File: config.mk
export PLATFORM = sky130hd
export DESIGN_NAME = repeater_keying_timers_scan
export DESIGN_NICKNAME = d
export VERILOG_FILES = /design/src/rtl/keying_pkg.sv /design/src/rtl/ms_tick_gen.sv /design/src/rtl/repeater_keying_timers_scan.sv
export SDC_FILE = /design/constraint.sdc
export NUM_CORES = 1
export LEC_CHECK = 0
export ABC_AREA = 0
export BUFFER_PORTS_ARGS = -buffer_cell sky130_fd_sc_hd__clkbuf_2
export CAP_MARGIN = 20
export CORE_MARGIN = 2
export CORE_UTILIZATION = 35
export CTS_CLUSTER_SIZE = 24
export DETAILED_ROUTE_END_ITERATION = 8
export PLACE_DENSITY = 0.57
export RECOVER_POWER = 100
export SYNTH_ARGS = -nofsm -noshare
export SYNTH_HDL_FRONTEND = slang
export SYNTH_HIERARCHICAL = 1
export SYNTH_SLANG_ARGS = --single-unit
File: constraint.sdc
create_clock -name i_core_clk -period 10.1 [get_ports i_core_clk]
set_input_delay 2.02 -clock i_core_clk [delete_from_list [all_inputs] [get_ports i_core_clk]]
set_output_delay 2.02 -clock i_core_clk [all_outputs]
set_load 0.05 [all_outputs]
File: src/rtl/keying_pkg.sv
// Constants shared by the repeater keying, timer and scan logic
package keying_pkg;

    // Clock and base tick
    localparam int CLK_FREQ_HZ = 25_000_000;
    localparam int TICK_PERIOD_MS = 1;
    localparam int MS_TICK_CYCLES = CLK_FREQ_HZ / 1000 * TICK_PERIOD_MS;

    // Channels and keying sources
    localparam int NUM_CH = 4;
    localparam int CH_W = 2;
    localparam int NUM_SRC = 3;
    localparam int SRC_LOCAL = 0;
    localparam int SRC_REMOTE = 1;
    localparam int SRC_REPEAT = 2;

    // Pins that pass the two-stage synchroniser
    localparam int NUM_PINS = 4;
    localparam int PIN_LOCAL = 0;
    localparam int PIN_REMOTE = 1;
    localparam int PIN_SQUELCH = 2;
    localparam int PIN_CODE = 3;

    // Scan dwell per channel, counted in ms ticks
    localparam int SCAN_DWELL_MS = 80;
    localparam int DWELL_W = 7;
    localparam logic [DWELL_W-1:0] DWELL_LAST = DWELL_W'(SCAN_DWELL_MS - 1);

    // Keyup limit: 0..600 s in 1 s steps, shipped at 3 minutes
    localparam int LIMIT_W = 10;
    localparam int KEYUP_LIMIT_MAX_S = 600;
    localparam int KEYUP_STEP_MS = 1000;
    localparam logic [LIMIT_W-1:0] KEYUP_LIMIT_DEFAULT_S = 10'h0B4;

    // Dropout hold: 0..10 s in 100 ms steps, shipped at 3 s
    localparam int HOLD_W = 7;
    localparam int HOLD_MAX_STEPS = 100;
    localparam int HOLD_STEP_MS = 100;
    localparam logic [HOLD_W-1:0] HOLD_DEFAULT_STEPS = 7'h1E;

    // Millisecond counters for the timers
    localparam int MS_CNT_W = 20;
    localparam logic [MS_CNT_W-1:0] MS_CNT_RESET = 20'h0_0000;

    // Reset values
    localparam logic [CH_W-1:0] CH_RESET = 2'h0;
    localparam logic [DWELL_W-1:0] DWELL_RESET = 7'h00;

    typedef enum logic {
        SCAN_STEP,
        SCAN_LOCK
    } scan_state_t;

endpackage

File: src/rtl/ms_tick_gen.sv
// Free-running divider that emits a one-cycle tick every TICK_CYCLES clocks
`timescale 1ns/1ps
module ms_tick_gen #(
    parameter int TICK_CYCLES = 25000
) (
    // Clock and reset
    input wire logic i_core_clk,
    input wire logic i_rst_n,
    // Tick
    output logic o_tick
);
    localparam int CNT_W = (TICK_CYCLES > 1) ? $clog2(TICK_CYCLES) : 1;
    localparam logic [CNT_W-1:0] CNT_LAST = CNT_W'(TICK_CYCLES - 1);
    localparam logic [CNT_W-1:0] CNT_ZERO = '0;

    logic [CNT_W-1:0] cnt_q;

    always_ff @(posedge i_core_clk or negedge i_rst_n) begin
        if (!i_rst_n) begin
            cnt_q <= CNT_ZERO;
            o_tick <= 1'b0;
        end else if (cnt_q == CNT_LAST) begin
            cnt_q <= CNT_ZERO;
            o_tick <= 1'b1;
        end else begin
            cnt_q <= cnt_q + 1'b1;
            o_tick <= 1'b0;
        end
    end

endmodule // ms_tick_gen

File: src/rtl/repeater_keying_timers_scan.sv
// Transmitter keying, keyup limit timers, dropout hold timer and receive scan
`timescale 1ns/1ps

// What this block does
// - Step through scan channels while all quiet
// - Stop scanning, stay while message lasts
// - Dwell 80 ms on each scanned channel
// - Unsquelched receiver locks scan onto channel
// - Keyup limit zero to 600 s, 1 s
// - Shipped keyup limit is three minutes
// - Separate limit timers per source, all cleared together on any release
// - Timing starts on keying; repeat needs code
// - Timer clears on unkey or any release
// - Limit reached drops amplifier and antenna outputs
// - Timed-out repeat blocked until all released
// - Timed-out repeat does not block others
// - Hold time zero to 10 s, 100 ms
// - Shipped hold time is three seconds
// - Hold starts at repeat end, stays keyed
// - New transmission during hold keeps carrier up
// - Hold applies to repeat transmissions only
// - Per-channel enables for both timers
// - Per-channel time values, active channel applied
// - Per-channel repeat enable gates repeat keying
module repeater_keying_timers_scan #(
    parameter int MS_TICK_CYCLES = keying_pkg::MS_TICK_CYCLES
) (
    // Clock and reset
    input wire logic i_core_clk,
    input wire logic i_rst_n,
    // Push-to-talk and receiver pins, asynchronous
    input wire logic i_local_ptt,
    input wire logic i_remote_ptt,
    input wire logic i_squelch_open,
    input wire logic i_subaudible_squelch_code,
    // System options from the personality store
    input wire logic i_personality_valid,
    input wire logic i_scan_enable,
    input wire logic i_code_fitted,
    input wire logic [keying_pkg::CH_W-1:0] i_home_channel,
    // Per-channel options from the personality store
    input wire logic [keying_pkg::NUM_CH-1:0] i_scan_member,
    input wire logic [keying_pkg::NUM_CH-1:0] i_repeat_en,
    input wire logic [keying_pkg::NUM_CH-1:0] i_keyup_timer_en,
    input wire logic [keying_pkg::NUM_CH-1:0] i_hold_timer_en,
    input wire logic [keying_pkg::NUM_CH*keying_pkg::LIMIT_W-1:0] i_local_limit_s,
    input wire logic [keying_pkg::NUM_CH*keying_pkg::LIMIT_W-1:0] i_remote_limit_s,
    input wire logic [keying_pkg::NUM_CH*keying_pkg::LIMIT_W-1:0] i_repeat_limit_s,
    input wire logic [keying_pkg::NUM_CH*keying_pkg::HOLD_W-1:0] i_hold_steps,
    // Transmitter and receiver controls
    output logic o_amplifier_key_output,
    output logic o_antenna_switch_output,
    output logic [keying_pkg::CH_W-1:0] o_channel_sel,
    // Status
    output logic o_scan_locked,
    output logic o_holding,
    output logic [keying_pkg::NUM_SRC-1:0] o_timed_out
);

    logic ms_tick;
    logic [keying_pkg::NUM_PINS-1:0] pin_meta_q;
    logic [keying_pkg::NUM_PINS-1:0] pin_sync_q;
    logic [keying_pkg::CH_W-1:0] ch_q;
    logic [keying_pkg::DWELL_W-1:0] dwell_q;
    keying_pkg::scan_state_t scan_state_q;
    logic [keying_pkg::NUM_SRC-1:0] raw_req;
    logic [keying_pkg::NUM_SRC-1:0] raw_req_q;
    logic [keying_pkg::NUM_SRC-1:0] req_eff;
    logic [keying_pkg::NUM_SRC-1:0] req_eff_q;
    logic [keying_pkg::NUM_SRC-1:0] timeout_set;
    logic [keying_pkg::NUM_SRC-1:0] timed_out_q;
    logic [keying_pkg::MS_CNT_W-1:0] cnt_q [keying_pkg::NUM_SRC];
    logic [keying_pkg::MS_CNT_W-1:0] limit_ms [keying_pkg::NUM_SRC];
    logic [keying_pkg::LIMIT_W-1:0] limit_s [keying_pkg::NUM_SRC];
    logic [keying_pkg::MS_CNT_W-1:0] hold_cnt_q;
    logic [keying_pkg::MS_CNT_W-1:0] hold_ms;
    logic [keying_pkg::HOLD_W-1:0] hold_steps;
    logic holding_q;
    logic squelch;
    logic code_ok;
    logic any_release;
    logic all_released;
    logic key_next;
    logic member_cur;
    logic dwell_end;
    logic keyup_en_cur;
    logic hold_en_cur;
    logic repeat_en_cur;
    logic hold_start;

    ms_tick_gen #(
        .TICK_CYCLES(MS_TICK_CYCLES)
    ) u_ms_tick (
        .i_core_clk(i_core_clk),
        .i_rst_n(i_rst_n),
        .o_tick(ms_tick)
    );

    // Two-stage synchroniser for every pin input
    always_ff @(posedge i_core_clk or negedge i_rst_n) begin
        if (!i_rst_n) begin
            pin_meta_q <= '0;
            pin_sync_q <= '0;
        end else begin
            pin_meta_q <= {i_subaudible_squelch_code, i_squelch_open, i_remote_ptt, i_local_ptt};
            pin_sync_q <= pin_meta_q;
        end
    end

    assign squelch = pin_sync_q[keying_pkg::PIN_SQUELCH];
    assign code_ok = !i_code_fitted || pin_sync_q[keying_pkg::PIN_CODE];

    // Options of the active channel
    assign member_cur = i_scan_member[ch_q];
    assign repeat_en_cur = i_personality_valid ? i_repeat_en[ch_q] : 1'b1;
    assign keyup_en_cur = i_personality_valid ? i_keyup_timer_en[ch_q] : 1'b1;
    assign hold_en_cur = i_personality_valid ? i_hold_timer_en[ch_q] : 1'b1;

    // Per-channel values, or the shipped defaults without a personality
    always_comb begin
        if (i_personality_valid) begin
            limit_s[keying_pkg::SRC_LOCAL] =
                i_local_limit_s[ch_q*keying_pkg::LIMIT_W +: keying_pkg::LIMIT_W];
            limit_s[keying_pkg::SRC_REMOTE] =
                i_remote_limit_s[ch_q*keying_pkg::LIMIT_W +: keying_pkg::LIMIT_W];
            limit_s[keying_pkg::SRC_REPEAT] =
                i_repeat_limit_s[ch_q*keying_pkg::LIMIT_W +: keying_pkg::LIMIT_W];
            hold_steps = i_hold_steps[ch_q*keying_pkg::HOLD_W +: keying_pkg::HOLD_W];
        end else begin
            limit_s[keying_pkg::SRC_LOCAL] = keying_pkg::KEYUP_LIMIT_DEFAULT_S;
            limit_s[keying_pkg::SRC_REMOTE] = keying_pkg::KEYUP_LIMIT_DEFAULT_S;
            limit_s[keying_pkg::SRC_REPEAT] = keying_pkg::KEYUP_LIMIT_DEFAULT_S;
            hold_steps = keying_pkg::HOLD_DEFAULT_STEPS;
        end
    end

    // Values above the allowed range are clamped to the maximum
    always_comb begin
        if (hold_steps > keying_pkg::HOLD_W'(keying_pkg::HOLD_MAX_STEPS)) begin
            hold_ms = keying_pkg::MS_CNT_W'(keying_pkg::HOLD_MAX_STEPS * keying_pkg::HOLD_STEP_MS);
        end else begin
            hold_ms = keying_pkg::MS_CNT_W'(hold_steps) *
                keying_pkg::MS_CNT_W'(keying_pkg::HOLD_STEP_MS);
        end
    end

    // Receive scan
    assign dwell_end = ms_tick && (dwell_q == keying_pkg::DWELL_LAST);

    always_ff @(posedge i_core_clk or negedge i_rst_n) begin
        if (!i_rst_n) begin
            scan_state_q <= keying_pkg::SCAN_STEP;
            ch_q <= keying_pkg::CH_RESET;
            dwell_q <= keying_pkg::DWELL_RESET;
        end else if (!i_scan_enable) begin
            scan_state_q <= keying_pkg::SCAN_STEP;
            ch_q <= i_home_channel;
            dwell_q <= keying_pkg::DWELL_RESET;
        end else begin
            unique case (scan_state_q)
                keying_pkg::SCAN_STEP: begin
                    if (squelch && member_cur) begin
                        scan_state_q <= keying_pkg::SCAN_LOCK;
                        dwell_q <= keying_pkg::DWELL_RESET;
                    end else if (o_amplifier_key_output) begin
                        dwell_q <= keying_pkg::DWELL_RESET;
                    end else if (!member_cur || dwell_end) begin
                        ch_q <= ch_q + 1'b1;
                        dwell_q <= keying_pkg::DWELL_RESET;
                    end else if (ms_tick) begin
                        dwell_q <= dwell_q + 1'b1;
                    end
                end
                keying_pkg::SCAN_LOCK: begin
                    // Stay put while the message lasts or the transmitter is keyed by any source or hold
                    if (!squelch && !o_amplifier_key_output) begin
                        scan_state_q <= keying_pkg::SCAN_STEP;
                    end
                end
            endcase
        end
    end

    // Keying requests
    assign raw_req[keying_pkg::SRC_LOCAL] = pin_sync_q[keying_pkg::PIN_LOCAL];
    assign raw_req[keying_pkg::SRC_REMOTE] = pin_sync_q[keying_pkg::PIN_REMOTE];
    assign raw_req[keying_pkg::SRC_REPEAT] = squelch && code_ok && repeat_en_cur;
    assign req_eff = raw_req & ~timed_out_q;
    assign any_release = |(raw_req_q & ~raw_req);
    assign all_released = ~|raw_req;

    always_ff @(posedge i_core_clk or negedge i_rst_n) begin
        if (!i_rst_n) begin
            raw_req_q <= '0;
            req_eff_q <= '0;
        end else begin
            raw_req_q <= raw_req;
            req_eff_q <= req_eff;
        end
    end

    // One keyup limit timer per source
    genvar s;
    generate
        for (s = 0; s < keying_pkg::NUM_SRC; s++) begin : g_keyup
            assign limit_ms[s] = (limit_s[s] > keying_pkg::LIMIT_W'(keying_pkg::KEYUP_LIMIT_MAX_S))
                ? keying_pkg::MS_CNT_W'(keying_pkg::KEYUP_LIMIT_MAX_S * keying_pkg::KEYUP_STEP_MS)
                : keying_pkg::MS_CNT_W'(limit_s[s]) *
                  keying_pkg::MS_CNT_W'(keying_pkg::KEYUP_STEP_MS);
            assign timeout_set[s] = keyup_en_cur && req_eff[s] && (cnt_q[s] >= limit_ms[s]);

            always_ff @(posedge i_core_clk or negedge i_rst_n) begin
                if (!i_rst_n) begin
                    cnt_q[s] <= keying_pkg::MS_CNT_RESET;
                end else if (!req_eff[s] || any_release) begin
                    cnt_q[s] <= keying_pkg::MS_CNT_RESET;
                end else if (ms_tick && cnt_q[s] < limit_ms[s]) begin
                    cnt_q[s] <= cnt_q[s] + 1'b1;
                end
            end

            // Repeat stays blocked until every source lets go; set wins over clear
            always_ff @(posedge i_core_clk or negedge i_rst_n) begin
                if (!i_rst_n) begin
                    timed_out_q[s] <= 1'b0;
                end else if (timeout_set[s]) begin
                    timed_out_q[s] <= 1'b1;
                end else if (s == keying_pkg::SRC_REPEAT ? all_released : !raw_req[s]) begin
                    timed_out_q[s] <= 1'b0;
                end
            end
        end
    endgenerate

    // Dropout hold after a repeat ends on its own
    assign hold_start = req_eff_q[keying_pkg::SRC_REPEAT] && !raw_req[keying_pkg::SRC_REPEAT]
        && hold_en_cur && (hold_ms != keying_pkg::MS_CNT_RESET);

    always_ff @(posedge i_core_clk or negedge i_rst_n) begin
        if (!i_rst_n) begin
            holding_q <= 1'b0;
            hold_cnt_q <= keying_pkg::MS_CNT_RESET;
        end else if (hold_start) begin
            holding_q <= 1'b1;
            hold_cnt_q <= keying_pkg::MS_CNT_RESET;
        end else if (|req_eff) begin
            holding_q <= 1'b0;
            hold_cnt_q <= keying_pkg::MS_CNT_RESET;
        end else if (holding_q && (!hold_en_cur || hold_cnt_q >= hold_ms)) begin
            holding_q <= 1'b0;
        end else if (holding_q && ms_tick) begin
            hold_cnt_q <= hold_cnt_q + 1'b1;
        end
    end

    // Transmitter outputs
    assign key_next = (|req_eff) || holding_q || hold_start;

    always_ff @(posedge i_core_clk or negedge i_rst_n) begin
        if (!i_rst_n) begin
            o_amplifier_key_output <= 1'b0;
            o_antenna_switch_output <= 1'b0;
        end else begin
            o_amplifier_key_output <= key_next;
            o_antenna_switch_output <= key_next;
        end
    end

    // Status outputs
    always_ff @(posedge i_core_clk or negedge i_rst_n) begin
        if (!i_rst_n) begin
            o_channel_sel <= keying_pkg::CH_RESET;
            o_scan_locked <= 1'b0;
            o_holding <= 1'b0;
            o_timed_out <= '0;
        end else begin
            o_channel_sel <= ch_q;
            o_scan_locked <= (scan_state_q == keying_pkg::SCAN_LOCK);
            o_holding <= holding_q;
            o_timed_out <= timed_out_q;
        end
    end

    property p_lock_holds_channel;
        @(posedge i_core_clk) disable iff (!i_rst_n)
        (i_scan_enable && scan_state_q == keying_pkg::SCAN_LOCK && squelch) |=> $stable(ch_q);
    endproperty
    a_lock_holds_channel: assert property (p_lock_holds_channel)
        else $error("channel moved while locked on a signal");

    property p_unsquelch_locks;
        @(posedge i_core_clk) disable iff (!i_rst_n)
        (i_scan_enable && $stable(i_scan_enable) && scan_state_q == keying_pkg::SCAN_STEP
            && squelch && member_cur) |=> (scan_state_q == keying_pkg::SCAN_LOCK);
    endproperty
    a_unsquelch_locks: assert property (p_unsquelch_locks)
        else $error("unsquelched scan channel not locked");

    property p_step_only_at_dwell_end;
        @(posedge i_core_clk) disable iff (!i_rst_n)
        ($past(i_scan_enable) && i_scan_enable && $changed(ch_q)) |->
            $past(!member_cur || dwell_q == keying_pkg::DWELL_LAST);
    endproperty
    a_step_only_at_dwell_end: assert property (p_step_only_at_dwell_end)
        else $error("scan stepped before the dwell ended");

    property p_idle_dekeys;
        @(posedge i_core_clk) disable iff (!i_rst_n)
        (!(|req_eff) && !holding_q && !hold_start) |=> !o_amplifier_key_output
            && !o_antenna_switch_output;
    endproperty
    a_idle_dekeys: assert property (p_idle_dekeys)
        else $error("transmitter keyed with no request and no hold");

    property p_repeat_lockout;
        @(posedge i_core_clk) disable iff (!i_rst_n)
        (timed_out_q[keying_pkg::SRC_REPEAT] && !all_released) |=>
            timed_out_q[keying_pkg::SRC_REPEAT];
    endproperty
    a_repeat_lockout: assert property (p_repeat_lockout)
        else $error("repeat lockout cleared while a source still requests");

    property p_repeat_blocked;
        @(posedge i_core_clk) disable iff (!i_rst_n)
        timed_out_q[keying_pkg::SRC_REPEAT] |-> !req_eff[keying_pkg::SRC_REPEAT];
    endproperty
    a_repeat_blocked: assert property (p_repeat_blocked)
        else $error("repeat keyed while locked out");

    property p_others_not_blocked;
        @(posedge i_core_clk) disable iff (!i_rst_n)
        (timed_out_q[keying_pkg::SRC_REPEAT] && raw_req[keying_pkg::SRC_REMOTE]
            && !timed_out_q[keying_pkg::SRC_REMOTE]) |=> o_amplifier_key_output;
    endproperty
    a_others_not_blocked: assert property (p_others_not_blocked)
        else $error("remote keying blocked by repeat timeout");

    property p_hold_keeps_keyed;
        @(posedge i_core_clk) disable iff (!i_rst_n)
        hold_start |=> (o_amplifier_key_output && o_antenna_switch_output && holding_q);
    endproperty
    a_hold_keeps_keyed: assert property (p_hold_keeps_keyed)
        else $error("carrier dropped when hold started");

    property p_repeat_disabled;
        @(posedge i_core_clk) disable iff (!i_rst_n)
        !repeat_en_cur |-> !req_eff[keying_pkg::SRC_REPEAT];
    endproperty
    a_repeat_disabled: assert property (p_repeat_disabled)
        else $error("repeat keyed on a channel with repeat disabled");

    property p_disabled_no_timeout;
        @(posedge i_core_clk) disable iff (!i_rst_n)
        !keyup_en_cur |-> !(|timeout_set);
    endproperty
    a_disabled_no_timeout: assert property (p_disabled_no_timeout)
        else $error("disabled keyup timer timed out");

endmodule // repeater_keying_timers_scan

==> summary.md <==
| Metric | Value |
|---|---|
| Status | `finished with violations` |
| Failing checks | `max-capacitance violations, max-slew violations` |
| Synth async-reset ratio | `1.000` |
| Reg2reg start | `ch_q[1]` |
| GRT Overall Usage | `0.1701` |
| Fin. max-slew vios | `133` |
| Via density per instance | `5.200` |
| Synth Register Bits | `130` |
| WP data required | `10.42 ns` |
| Hold Fails Final Rpt | `0` |
| WP depth | `25` |
| Placed Area | `16970 sq um` |
| Synth Area in Simple Gates | `0.1683` |
| Remaining global-route overflow | `0` |
| Max-Cap Viols | `2` |
| Critical Path Slowest Stage Cell | `a2111o_1` |
| Yosys warnings | `6` |
| CTS root buf | `clkbuf_16` |
| Synth area leaders | `dfrtp_1 (21%), ha_1 (19%), fa_1 (11%), inv_1 (5.0%), mux4_2 (4.0%)` |
| Final period util | `0.8779` |
| Die ar. | `45650 sq um` |
| Die width | `213.7 um` |
| Top-count cell post-synth | `ha_1` |
| Synth Area in Adders | `0.3063` |
| Initial antenna violation count | `1` |
| Net count after synthesis | `2157` |
| Buf/Inv on CP | `6` |
| CP startpoint kind | `input pin` |
| Nets | `2332` |
| Global-route wire length before repair | `62.33 mm` |
| Leak | `8.624 nW` |
| Cells after Synth | `1657` |
| Number of synthesized flops with an enable pin | `0` |
| Total clock sinks | `130` |
| CP max stage delay | `0.62 ns` |
| TritonCTS clock tree | `done` |
| Worst min-delay path startpoint | `pin_meta_q[3]` |
| Worst Skew | `0.01483 ns` |
| CP top delay family | `adder cells` |
| Vias | `12640` |
| Worst Path Arrival | `9.19 ns` |
| Synthesized cell area | `15390 sq um` |
| FF-to-FF path depth | `26` |
| Initial Util | `0.3556` |
| Crit. End Element | `flip-flop` |
| Tmin final | `8.866 ns` |
| Vias in the first global route | `12400` |
| Die span in y | `213.7 um` |
| Placement row count | `76` |
| Synth Area in Compound Gates | `0.1313` |
| Max_slew headroom | `-1.465` |
| Clock transition at path regs | `0.06 ns` |
| Xor/xnor cell area share of the yosys netlist | `0.05692` |
| Fill cell count | `4275` |
| H-tree Lvls | `4` |
| Max Freq | `112.8 MHz` |
| R2r setup slk | `1.42 ns` |
| Final estimated routing congestion in global placement | `0.8309` |
| Detailed Routing Iterations Pass 1 | `5` |
| Worst Setup SP | `i_personality_valid` |
| Post-CTS sizing | `0` |
| Final ANT Viol Nets | `0` |
| Avg Synthesized Cell Area | `9.285 sq um` |
| Residual DRC | `0` |
| Layout cells sized above 1 | `0.1534` |
| Top-area cell type share of the netlist area | `0.2114` |
| CORE AREA | `43270 sq um` |
| Initial drt markers | `631` |
| Yosys top cell by area | `dfrtp_1` |
| Setup TNS Final | `0 ns` |
| Worst min path class | `reg -> reg` |
| Proportion of synthesized area in mux cells | `0.06343` |
| WL/cell | `15.69 um` |
| Largest family of logic cells by synthesized area | `adder cells` |
| WL final | `38.13 mm` |
| # IOs | `184` |
| Worst slew pin tran | `3.697 ns` |
| Crit Path Category | `in -> reg` |
| Clk buf depth | `2` |
| Crit-path max FO | `26` |
| Final setup viols | `0` |
| P per Cell Area | `272.6 nW/um^2` |
| Hold Buf Count CTS | `0` |
| Inserted Diodes | `0` |
| Sequential-to-total area share from yosys stat | `0.2114` |
| Cell area after layout | `17530 sq um` |
| Leading register cell type out of synthesis | `dfrtp_1` |
| Pin count of the biggest net entering global routing | `69` |
| Synth cell types | `73` |
| Clock latency on the worst-skew pair | `0.43 ns` |
| Post-CTS setup buffers | `0` |
| P&R area growth vs syn | `13.91%` |
| Max VDD drop | `0.1944 mV` |
| R2r endpoint | `cnt_q[35]` |
| CP endpoint | `cnt_q[51]` |
| I/O Buffers | `183` |
| Detailed placement HPWL | `31.02 mm` |
| RSZ-0062 raised after global routing | `false` |
| TritonCTS Buffers | `17` |
| Most frequent cells after synthesis | `ha_1 (239), inv_1 (203), dfrtp_1 (130)` |
metal layers:
metal | up-vias | GRT usage | routed length (um)
met5 | - | 0 | 0
met4 | 0 | 0.03305 | 387
met3 | 22 | 0.02797 | 1760
met2 | 241 | 0.2778 | 17580
met1 | 6190 | 0.2384 | 18400
li1 | 6184 | - | -
worst min path at each step:
stage,endpoint,slack (ns),cells after the start
floorplan,pin_sync_q[0],0.33,0
global placement,pin_sync_q[0],0.34,0
detailed placement,pin_sync_q[3],0.34,0
CTS,pin_sync_q[3],0.35,0
global route,pin_sync_q[3],0.36,0
finish,pin_sync_q[3],0.35,0
per-stage QoR:
step / power (mW) / worst slack [ns] / hold WS (ns) / cells / util
after floorplan: 3.392 / 1.331 / 0.3312 / 1657 / -
after global placement: 4.055 / 0.7907 / 0.3376 / 2397 / 0.3920
after detailed placement: 4.119 / 0.7393 / 0.3356 / 2398 / 0.3921
after CTS: 4.845 / 1.203 / 0.3496 / 2430 / 0.4070
after global routing: 5.374 / 0.5938 / 0.3568 / 2430 / 0.4051
final: 4.778 / 1.234 / 0.3489 / 2430 / 0.4051
report_power, final:
| group | switching [mW] | internal [mW] | leakage (nW) | total, mW |
|---|---|---|---|---|
| clock | 0.266 | 0.426 | 0.307 | 0.691 |
| sequential | 0.0176 | 0.528 | 1.76 | 0.545 |
| combinational | 1.96 | 1.58 | 6.56 | 3.54 |
| total | 2.25 | 2.53 | 8.62 | 4.78 |
registers in the layout, summed over array words and instances (netlist names), 2 cells and up:
register         cells
o_channel_sel        2
pin_sync_q           4
pin_meta_q           4
dwell_q              7
timed_out_q          3
raw_req_q            3
ch_q                 2
u_ms_tick/cnt_q     15
cnt_q               60
hold_cnt_q          20
o_timed_out          3
kinds of logic (layout without fill, tap and decap cells):
group	count (synthesis)	in the layout
AND/OR/NAND/NOR	497	497
adder cells (fa/ha/maj)	325	325
AO/OA/AOI/OAI	303	303
buffers and inverters	246	434
flip-flops	130	130
XOR/XNOR	100	100
multiplexers	56	56
cell usage in the layout, fill, tap and decap left out, types with 12 or more instances in the layout:
cell	Yosys	final
mux2i_1	15	15
nor2_2	18	18
xor2_1	34	34
clkbuf_2	1	172
and4_1	15	15
o21a_1	17	17
o211ai_1	12	12
nor2_1	113	113
o21ai_0	64	64
a2111oi_0	16	16
nand4_1	36	37
nor4_1	12	13
nand2_1	101	101
xnor2_1	66	66
a21o_1	31	31
a211oi_1	22	22
and3_1	18	18
clkbuf_1	30	18
dfrtp_1	130	129
nor3_1	16	16
mux4_2	27	27
nand2b_1	40	40
inv_1	203	203
and2_1	19	18
nand3_1	53	53
a21oi_1	67	68
fa_1	86	86
ha_1	239	239
clkbuf_16	0	17
or3_1	22	22
area by class of cell:
type | instances | area (sq um) | share of cell area
Inverter | 204 | 765.7 | 0.04369
Tap cell | 585 | 732.0 | 0.04176
Multi-Input combinational cell | 1281 | 11140 | 0.6355
Sequential cell | 130 | 3257 | 0.1858
Clock buffer | 19 | 442.9 | 0.02527
Clock inverter | 13 | 198.9 | 0.01135
Timing Repair Buffer | 198 | 992.2 | 0.05661
(Power assumes the default switching activity.)
